**src/rtl/crc_pkg.sv**
```systemverilog
// Package of constants for the checksum generator.
// Assumes a single 50 MHz clock and a plain strobe register port.
`default_nettype none
package crc_pkg;

  // ****************************************
  // Register offsets
  // ****************************************
  localparam logic [3:0] CRC_OFF_CTRL = 4'h0;
  localparam logic [3:0] CRC_OFF_SEED = 4'h4;
  localparam logic [3:0] CRC_OFF_DATA = 4'h8;
  localparam logic [3:0] CRC_OFF_SUM = 4'hC;

  // ****************************************
  // Control fields
  // ****************************************
  localparam int CRC_CTRL_START = 0;
  localparam int CRC_CTRL_DREV = 1;
  localparam int CRC_CTRL_SREV = 2;
  localparam int CRC_CTRL_DINV = 3;
  localparam int CRC_CTRL_SINV = 4;
  localparam int CRC_CTRL_BUSY = 5;
  localparam int CRC_CTRL_WID_LO = 8;
  localparam int CRC_CTRL_POLY_LO = 12;
  localparam logic [31:0] CRC_CTRL_RST = 32'h0000_0000;
  localparam logic [31:0] CRC_SEED_RST = 32'hFFFF_FFFF;
  // Engine cycles left after the write edge
  localparam logic [1:0] CRC_LEFT_16 = 2'h1;
  localparam logic [1:0] CRC_LEFT_32 = 2'h3;

  // ****************************************
  // Polynomials and modes
  // ****************************************
  localparam logic [31:0] CRC_POLY_CCITT = 32'h0000_1021;
  localparam logic [31:0] CRC_POLY_8 = 32'h0000_0007;
  localparam logic [31:0] CRC_POLY_16 = 32'h0000_8005;
  localparam logic [31:0] CRC_POLY_32 = 32'h04C1_1DB7;

  typedef enum logic [1:0] {
    CRC_SEL_CCITT = 2'h0,
    CRC_SEL_8 = 2'h1,
    CRC_SEL_16 = 2'h2,
    CRC_SEL_32 = 2'h3
  } crc_sel_t;

  typedef enum logic [1:0] {
    CRC_WID_8 = 2'h0,
    CRC_WID_16 = 2'h1,
    CRC_WID_32 = 2'h2
  } crc_wid_t;

  typedef enum logic [1:0] {
    CRC_ST_IDLE = 2'h0,
    CRC_ST_RUN = 2'h1
  } crc_state_t;

endpackage
`default_nettype wire

```
**src/rtl/crc_byte_step.sv**
```systemverilog
// One byte step of a CRC of selectable width, MSB first.
// Assumes the running value is held right-aligned in the low bits.
`timescale 1ns/1ps
`default_nettype none
module crc_byte_step (
  // Current value and operand
  input wire logic [31:0] crc_in,
  input wire logic [7:0] byte_in,
  input wire logic [1:0] sel_in,
  // Next value
  output logic [31:0] crc_out
);

  logic [31:0] poly;
  logic [31:0] topm;
  logic [31:0] c;
  logic fb;

  always_comb begin
    poly = crc_pkg::CRC_POLY_32;
    topm = 32'h8000_0000;
    case (sel_in)
      crc_pkg::CRC_SEL_CCITT: begin
        poly = crc_pkg::CRC_POLY_CCITT;
        topm = 32'h0000_8000;
      end
      crc_pkg::CRC_SEL_8: begin
        poly = crc_pkg::CRC_POLY_8;
        topm = 32'h0000_0080;
      end
      crc_pkg::CRC_SEL_16: begin
        poly = crc_pkg::CRC_POLY_16;
        topm = 32'h0000_8000;
      end
      default: begin
        poly = crc_pkg::CRC_POLY_32;
        topm = 32'h8000_0000;
      end
    endcase
    c = crc_in;
    for (int i = 7; i >= 0; i--) begin
      fb = (|(c & topm)) ^ byte_in[i];
      c = c << 1;
      if (fb) begin
        c = c ^ poly;
      end
    end
    // Mask to the active width
    crc_out = c & ((topm << 1) - 32'h0000_0001);
  end

endmodule // crc_byte_step
`default_nettype wire

```
**src/rtl/crc_gen.sv**
```systemverilog
// Checksum generator with a strobe register port.
// Assumes software or the DMA channel share the same port; busy makes
// the port stall via data_ready_out.
`timescale 1ns/1ps
`default_nettype none
module crc_gen (
  // Clock and reset
  input wire logic ref_clk_in,
  input wire logic arst_n_in,
  // Register port
  input wire logic [3:0] addr_in,
  input wire logic [31:0] wdata_in,
  input wire logic wr_in,
  input wire logic rd_in,
  output logic [31:0] rdata_out,
  // Flow control towards the writer
  output logic data_ready_out
);

  // ****************************************
  // State
  // ****************************************
  logic [31:0] ctrl_ff;
  logic [31:0] nxt_ctrl;
  logic [31:0] seed_ff;
  logic [31:0] nxt_seed;
  logic [31:0] crc_ff;
  logic [31:0] nxt_crc;
  logic [31:0] shreg_ff;
  logic [31:0] nxt_shreg;
  logic [1:0] left_ff;
  logic [1:0] nxt_left;
  crc_pkg::crc_state_t state_ff;
  crc_pkg::crc_state_t nxt_state;
  logic [31:0] rdata_ff;
  logic [31:0] nxt_rdata;

  logic [1:0] sel;
  logic [1:0] wid;
  logic [31:0] din;
  logic [31:0] din_rev;
  logic [31:0] sum_masked;
  logic [31:0] sum_rev;
  logic [31:0] sum_view;
  logic [31:0] width_mask;
  logic [31:0] step_out;
  logic [7:0] step_byte;
  logic data_wr;
  logic start_wr;

  assign sel = ctrl_ff[crc_pkg::CRC_CTRL_POLY_LO +: 2];
  assign wid = ctrl_ff[crc_pkg::CRC_CTRL_WID_LO +: 2];

  assign data_ready_out = (state_ff == crc_pkg::CRC_ST_IDLE);
  assign data_wr = wr_in && (addr_in == crc_pkg::CRC_OFF_DATA) && data_ready_out;
  // A start write aborts a word still in the engine
  assign start_wr = wr_in && (addr_in == crc_pkg::CRC_OFF_CTRL) &&
    wdata_in[crc_pkg::CRC_CTRL_START];

  // ****************************************
  // Input shaping
  // ****************************************
  // optional input complement
  always_comb begin
    din = ctrl_ff[crc_pkg::CRC_CTRL_DINV] ? ~wdata_in : wdata_in;
    for (int b = 0; b < 32; b++) begin
      din_rev[b] = din[(b & ~7) + (7 - (b & 7))];
    end
    if (ctrl_ff[crc_pkg::CRC_CTRL_DREV]) begin
      din = din_rev;
    end
  end

  // One engine byte per cycle: 1, 2 or 4 cycles per write
  // byte in one cycle
  assign step_byte = (state_ff == crc_pkg::CRC_ST_IDLE) ? din[7:0] : shreg_ff[7:0];

  crc_byte_step u_step (
    .crc_in(crc_ff),
    .byte_in(step_byte),
    .sel_in(sel),
    .crc_out(step_out)
  );

  // ****************************************
  // Result shaping
  // ****************************************
  always_comb begin
    case (sel)
      crc_pkg::CRC_SEL_8: width_mask = 32'h0000_00FF;
      crc_pkg::CRC_SEL_32: width_mask = 32'hFFFF_FFFF;
      default: width_mask = 32'h0000_FFFF;
    endcase
    sum_masked = crc_ff & width_mask;
    sum_rev = 32'h0000_0000;
    for (int b = 0; b < 32; b++) begin
      sum_rev[b] = crc_ff[31 - b];
    end
    case (sel)
      crc_pkg::CRC_SEL_8: sum_rev = sum_rev >> 24;
      crc_pkg::CRC_SEL_32: sum_rev = sum_rev;
      default: sum_rev = sum_rev >> 16;
    endcase
    sum_view = ctrl_ff[crc_pkg::CRC_CTRL_SREV] ? sum_rev : sum_masked;
    if (ctrl_ff[crc_pkg::CRC_CTRL_SINV]) begin
      sum_view = ~sum_view & width_mask;
    end
  end

  // ****************************************
  // Next-state logic
  // ****************************************
  always_comb begin
    nxt_ctrl = ctrl_ff;
    nxt_seed = seed_ff;
    nxt_crc = crc_ff;
    nxt_shreg = shreg_ff;
    nxt_left = left_ff;
    nxt_state = state_ff;
    nxt_rdata = 32'h0000_0000;
    // Start is self-clearing so it reads back as zero
    nxt_ctrl[crc_pkg::CRC_CTRL_START] = 1'b0;
    if (wr_in && (addr_in == crc_pkg::CRC_OFF_CTRL)) begin
      nxt_ctrl = wdata_in & 32'h0000_331F;
      nxt_ctrl[crc_pkg::CRC_CTRL_START] = 1'b0;
      if (wdata_in[crc_pkg::CRC_CTRL_START]) begin
        nxt_crc = seed_ff & 32'hFFFF_FFFF;
        nxt_state = crc_pkg::CRC_ST_IDLE;
        nxt_left = 2'h0;
      end
    end else if (wr_in && (addr_in == crc_pkg::CRC_OFF_SEED)) begin
      nxt_seed = wdata_in;
    end
    if (data_wr) begin
      nxt_crc = step_out;
      nxt_shreg = din >> 8;
      case (wid)
        crc_pkg::CRC_WID_8: nxt_left = 2'h0;
        crc_pkg::CRC_WID_16: nxt_left = crc_pkg::CRC_LEFT_16;
        default: nxt_left = crc_pkg::CRC_LEFT_32;
      endcase
      if (wid != crc_pkg::CRC_WID_8) begin
        nxt_state = crc_pkg::CRC_ST_RUN;
      end
    end else if ((state_ff == crc_pkg::CRC_ST_RUN) && !start_wr) begin
      nxt_crc = step_out;
      nxt_shreg = shreg_ff >> 8;
      nxt_left = left_ff - 2'h1;
      if (left_ff == 2'h1) begin
        nxt_state = crc_pkg::CRC_ST_IDLE;
      end
    end
    // Read data valid one cycle after the strobe
    if (rd_in) begin
      if (addr_in == crc_pkg::CRC_OFF_CTRL) begin
        nxt_rdata = ctrl_ff;
        nxt_rdata[crc_pkg::CRC_CTRL_BUSY] = (state_ff != crc_pkg::CRC_ST_IDLE);
      end else if (addr_in == crc_pkg::CRC_OFF_SEED) begin
        nxt_rdata = seed_ff;
      end else if (addr_in == crc_pkg::CRC_OFF_SUM) begin
        nxt_rdata = sum_view;
      end else begin
        nxt_rdata = 32'h0000_0000;
      end
    end
  end

  // ****************************************
  // Registers
  // ****************************************
  always_ff @(posedge ref_clk_in or negedge arst_n_in) begin
    if (!arst_n_in) begin
      ctrl_ff <= crc_pkg::CRC_CTRL_RST;
      seed_ff <= crc_pkg::CRC_SEED_RST;
      crc_ff <= crc_pkg::CRC_SEED_RST;
      shreg_ff <= 32'h0000_0000;
      left_ff <= 2'h0;
      state_ff <= crc_pkg::CRC_ST_IDLE;
      rdata_ff <= 32'h0000_0000;
    end else begin
      ctrl_ff <= nxt_ctrl;
      seed_ff <= nxt_seed;
      crc_ff <= nxt_crc;
      shreg_ff <= nxt_shreg;
      left_ff <= nxt_left;
      state_ff <= nxt_state;
      rdata_ff <= nxt_rdata;
    end
  end

  assign rdata_out = rdata_ff;

endmodule // crc_gen
`default_nettype wire

```
**config.mk**
```make
export PLATFORM = sky130hd
export DESIGN_NAME = crc_gen
export DESIGN_NICKNAME = d
export VERILOG_FILES = /design/src/rtl/crc_pkg.sv /design/src/rtl/crc_byte_step.sv /design/src/rtl/crc_gen.sv
export SDC_FILE = /design/constraint.sdc
export NUM_CORES = 1
export LEC_CHECK = 0
export BUFFER_PORTS_ARGS = -buffer_cell sky130_fd_sc_hd__buf_2
export CORE_MARGIN = 1.5
export CORE_UTILIZATION = 40
export CTS_CLUSTER_SIZE = 25
export DETAILED_ROUTE_END_ITERATION = 8
export GPL_TIMING_DRIVEN = 0
export PLACE_DENSITY_LB_ADDON = 0.2
export SLEW_MARGIN = 15
export SYNTH_ARGS = -nofsm -noshare
export SYNTH_HDL_FRONTEND = slang
export SYNTH_SLANG_ARGS = --single-unit
```
**constraint.sdc**
```tcl
create_clock -name ref_clk_in -period 14.5 [get_ports ref_clk_in]
set_clock_uncertainty 0.05 [all_clocks]
set_input_delay 2.9 -clock ref_clk_in [delete_from_list [all_inputs] [get_ports ref_clk_in]]
set_output_delay 2.9 -clock ref_clk_in [all_outputs]
set_load 0.02 [all_outputs]
```
**Word level (Yosys, flattened, before mapping)**

Index checks and enable logic that the tools add are counted.

- Register bits: 141
- Latch bits: 0
- RAM bits: 0
- ROM bits: 0
- Output and inout bits: 33
- Word-level logic and storage cells: 114
- Memories kept: 0

- Add/sub/neg operators: 2
- $mul: 0
- Div/mod/pow operators: 0
- Magnitude comparators: 0
- Eq/ne operators: 9
- Shift operators: 0
- Mux-type cells: 38
- Bitwise gates (word level): 30
- Reduce and logical (&&, ||, !) cells: 27

Operators with widths:

| operator | count |
|---|---|
| $mux W32 | 22 |
| $and A32 B32 Y32 | 11 |
| $reduce_or A32 Y1 | 8 |
| $pmux W32 S2 | 3 |
| $xor A32 B32 Y32 | 6 |
| $pmux W27 S3 | 1 |
| $not A32 Y32 | 2 |
| $xor A32 B27 Y32 | 2 |
| $sub A32 B1 Y32 const B | 1 |
| $mux W2 | 10 |
| $eq A2 B1 Y1 const B | 4 |
| $eq A4 B4 Y1 const B | 2 |
| $mux W8 | 1 |
| $xor A1 B1 Y1 | 8 |
| $logic_and A1 B1 Y1 | 6 |
| $logic_not A2 Y1 | 3 |
| $reduce_bool A2 Y1 | 3 |
| $reduce_bool A3 Y1 | 2 |
| $eq A2 B2 Y1 const B | 2 |
| $eq A4 B3 Y1 const B | 1 |
| $logic_not A4 Y1 | 1 |
| $pmux W2 S2 | 1 |
| $reduce_and A2 Y1 | 2 |
| $reduce_or A2 Y1 | 1 |
| 3 further kinds | 3 |

**Logic depth before layout (Yosys ltp)**

- Depth after elaboration: 38
- Gate-level depth with buffers: 23
- Mapped depth without buffers: 22

**By module**

Synthesis repeated with hierarchy kept, for this count alone.

- Cell total of the unflattened synthesis: 1,124
- Area, all modules: 10,386.2 sq um

Modules (own cells, without submodules):

| module | instances | cells an instance | area an instance (sq um) |
|---|---|---|---|
| crc_gen | 1 | 685 | 7,295.7 |
| crc_byte_step | 1 | 439 | 3,090.5 |

**Worst setup path before layout**

Ideal clock, no wire load.

- Path kind: input-to-reg
- Start point: input wdata_in[0]
- End point: register crc_ff[7]
- Library setup time: 0.081 ns
- Data arrival time: 7.799 ns
- Setup slack: 6.570 ns
- Stages: 21
- Path through: mux2i_1 mux2_4 nor2_4 xnor2_4 mux2i_2 mux2_4 xnor2_1 a32o_2 nor4b_1 mux2i_1 a221oi_4 nand3_2 mux2i_2 nor3_1 o311ai_4 mux2i_1 and3_1 buf_4 xnor3_1 a211o_1 o211ai_1

- Longest elaborated chain between the ends: 37
- Elaborated cells between the ends (all ways): 50
- Those cells by class: mux: 13; bitwise: 24; reduce/logical: 13

RTL lines:

| element | RTL line | source |
|---|---|---|
| start, declared | crc_gen.sv:12 | `input wire logic [31:0] wdata_in,` |
| $not A32 Y32 | crc_gen.sv:65 | `din = ctrl_ff[crc_pkg::CRC_CTRL_DINV] ? ~wdata_in : wdata_in;` |
| $mux W32 | crc_gen.sv:65 |  |
| $mux W32 | crc_gen.sv:69 | `if (ctrl_ff[crc_pkg::CRC_CTRL_DREV]) begin` |
| $mux W8 | crc_gen.sv:76 | `assign step_byte = (state_ff == crc_pkg::CRC_ST_IDLE) ? din[7:0] : shreg_ff[7:0];` |
| $xor A1 B1 Y1 | crc_byte_step.sv:42 | `fb = (\|(c & topm)) ^ byte_in[i];` |
| $mux W32 | crc_byte_step.sv:44 | `if (fb) begin` |
| $and A32 B32 Y32 | crc_byte_step.sv:42 |  |
| $reduce_or A32 Y1 | crc_byte_step.sv:42 |  |
| (+21 left out) | n/a |  |
| $mux W32 | crc_byte_step.sv:44 |  |
| $and A32 B32 Y32 | crc_byte_step.sv:42 |  |
| $reduce_or A32 Y1 | crc_byte_step.sv:42 |  |
| $xor A1 B1 Y1 | crc_byte_step.sv:42 |  |
| $mux W32 | crc_byte_step.sv:44 |  |
| $and A32 B32 Y32 | crc_byte_step.sv:49 | `crc_out = c & ((topm << 1) - 32'h0000_0001);` |
| $mux W32 | crc_gen.sv:145 | `end else if ((state_ff == crc_pkg::CRC_ST_RUN) && !start_wr) begin` |
| $mux W32 | crc_gen.sv:134 | `if (data_wr) begin` |
| end signal, assigned | crc_gen.sv:175 | `crc_ff <= crc_pkg::CRC_SEED_RST;` |
| end signal, assigned | crc_gen.sv:183 | `crc_ff <= nxt_crc;` |
| end, declared | crc_gen.sv:27 | `logic [31:0] crc_ff;` |

Parallel ways exist; a longest one is shown, timed or not.
A chain may end at the register's enable or synchronous reset.

**Worst setup path in the final report**

- Start point: input wdata_in[0]
- End point: register crc_ff[26]

The elaborated chain is that of the path after synthesis.

==> flow_summary.ini <==
[detailed_routing]
firstDrtPassIters = 5
drtAntennaViolNets = 0
vias = 8766
wl_per_cell_um = 23.1
drt_iter0_drc = 711
vias_per_cell = 5.70
drt-total-wl_um = 35500
drc = 0

[worst_setup_path]
path_buf_inv = 2
crit_family = multiplexers
cpMostUsedCell = mux2i_1
cpPeakStageDelay_ps = 490
cp_data_arrival_time_ps = 8760
crit_required_ps = 14790
worst_setup_path_start_kind = input port
worstPathCellList = buf_2 -> mux2i_1 -> mux2_4 -> nor2_4 -> xnor2_2 -> nand2_1 -> o311a_1 -> o311ai_1 -> mux2i_1 -> xor2_1 -> nor2_1 -> mux2i_1 -> a21oi_1 -> o21ai_0 -> nand4_1 -> o311ai_4 -> mux2i_1 -> and3_1 -> buf_4 -> xnor3_1 -> xor2_1 -> o31ai_1
endpoint_kind = register
r2r_slack_ps = 7060
crit_fanout = 7
criticalPathCategory = in -> reg
cpMaxStageDelayCell = mux2i_1

[power]
internal_power_uw = 1650
ir_worst_vdd_mv = 0.130
p_sw_frac = 0.484
p_comb_frac = 0.659
power_frac_seq = 0.202
switchingPower_uw = 1550
clockPowerShare = 0.139
powerDensity_nw_per_um2 = 273
leakagePower_uw = 0.00538

[global_routing]
grt_start_max_net_pins = 87
first_global_vias = 8594
antenna_found_initial = 0
globalRouteOverflowTotal = 0
grt_usage = 0.272
grt_pass1_wl_um = 53400

[clock_network]
cts.sinks = 132
clkTransAtPathRegs_ps = 70
clockBufferDepth = 2
cts_setup_buffers = 0
htree_num_levels = 4
cts_resized = 0
clock-root-buffer = clkbuf_16
holdBufCountCts = 0
tritoncts = built
numCtsBuffers = 17
clk_latency_ps = 430

[synth]
ys_seq_elements = 132
synth_top_cell_area_share = 0.165
synth_edf_count = 0
yosys.area.top_type = dfrtp_1
synth_area_leaders = dfrtp_1, dfstp_2, mux2i_1
avgSynthCellArea_um2 = 9.35
syn_nets = 1169
ys.flop_type = dfrtp_1
synthTopCellsByCount = mux2i_1, nor2_1, xnor2_1, nand2_1, dfrtp_1
synthArstFlopShare = 1.00
ys_types = 82
yosys.cell_count.top_type = mux2i_1
syn-instance-count = 1103
ys_seq_area_frac = 0.328
ys_warn_count = 0
syn-cell-area_um2 = 10300

[timing]
min_period_ps = 8470
max-slew-margin-rel = 0.252
worst_slew_pin_slew_ps = 1120
fmax_ghz = 0.118
slew_violations = 0
rsz0062_at_grt = no
finalSetupViolCount = 0
finalHoldViolCount = 0
finalSetupTns_ps = 0
hold_ws_ps = 476
post-route-period-util = 0.584

[final_layout]
regArea_um2 = 3380
diodes = 0
fillers = 2503
area_growth_pct = 13.8
drive_gt1_frac = 0.212
nets = 1261
fin_util = 0.465
multi_input_area_um2 = 6550

[status]
status = complete, no violations

[placement]
port_buffers = 71
post-dp-hpwl_um = 27400
gp_congestion = 0.939

[floorplan]
row_count = 58
die_y_um = 164
die_area_um2 = 26700
die_x_um = 164
coreArea_um2 = 25300
top_level_ports = 73
start_util = 0.408

[flow_run]
cap_violations = 0

[worst_hold_path]
min_path_type = reg -> reg
-- metrics by stage --
step                area, um2  instances  total power [uW]  setup WS (ps)
floorplan               10300       1103              2150           6570
global placement        11100       1504              2690           5780
detailed placement      11100       1506              2710           5650
CTS                     11700       1538              3170           6080
global route            11700       1538              3370           5640
finish                  11700       1538              3200           6030
-- flip-flops by register name, summed over array words and instances (netlist names) --
register,cells
ctrl_ff,8
left_ff,2
seed_ff,32
state_ff,2
shreg_ff,24
crc_ff,32
rdata_out,32
-- cells by family (layout without fill, tap and decap cells) --
kind of cell	Yosys count	count (layout)	share of synthesized area
and+or+nand+nor	304	304	0.136
AOI/OAI and AO/OA	209	209	0.142
DFF	132	132	0.328
muxes	190	190	0.195
xor gates and xnor gates	142	142	0.129
adders and majority gates	26	26	0.0316
buffers and inverters	100	205	0.0382
-- cells in the final DEF (no fill, tap or decap), types with 26 or more instances in the layout --
cell,n
dfstp_2,64
xnor2_1,82
o21ai_0,28
a22oi_1,28
ha_1,26
nand3_1,28
buf_2,76
nand2_1,72
mux2i_1,136
dfrtp_1,68
mux2_2,47
xor2_1,52
o22ai_1,35
a21oi_1,54
nor2_1,126
clkbuf_1,60
-- layer usage --
| metal | global-route usage | share of wire | up-vias |
|---|---|---|---|
| met3 | 0.0434 | 0.056 | 79 |
| met4 | 0.126 | 0.043 | 0 |
| met1 | 0.366 | 0.45 | 4267 |
| met2 | 0.426 | 0.46 | 323 |
| li1 | - | - | 4097 |
| met5 | 0 | 0 | - |
-- final timing paths --
path,startpoint,endpoint,cells past startpoint
max,wdata_in[0],crc_ff[26],22
min,ctrl_ff[8],ctrl_ff[8],1
min reg2reg,ctrl_ff[8],ctrl_ff[8],1
max reg2reg,ctrl_ff[12],crc_ff[26],23
max in group asynchronous,arst_n_in,seed_ff[16],2
min in group asynchronous,arst_n_in,rdata_out[24],1
-- layout make-up --
class                      instances  area share
timing repair buffer              73      0.0344
clock buffer                      18      0.0366
inverter                          18     0.00576
sequential                       132       0.288
clock inverter                    14      0.0141
buffer                            82      0.0278
tap                              330      0.0352
multi-input combinational        871       0.558
-- power groups by stage --
stage	clock network [uW]	registers, uW	logic [uW]
after floorplan	0	575	1580
after global placement	0	643	2040
after detailed placement	0	645	2070
after CTS	450	640	2080
after global routing	467	650	2260
final	445	646	2110
Note: power is estimated with default switching activity, not from simulation.
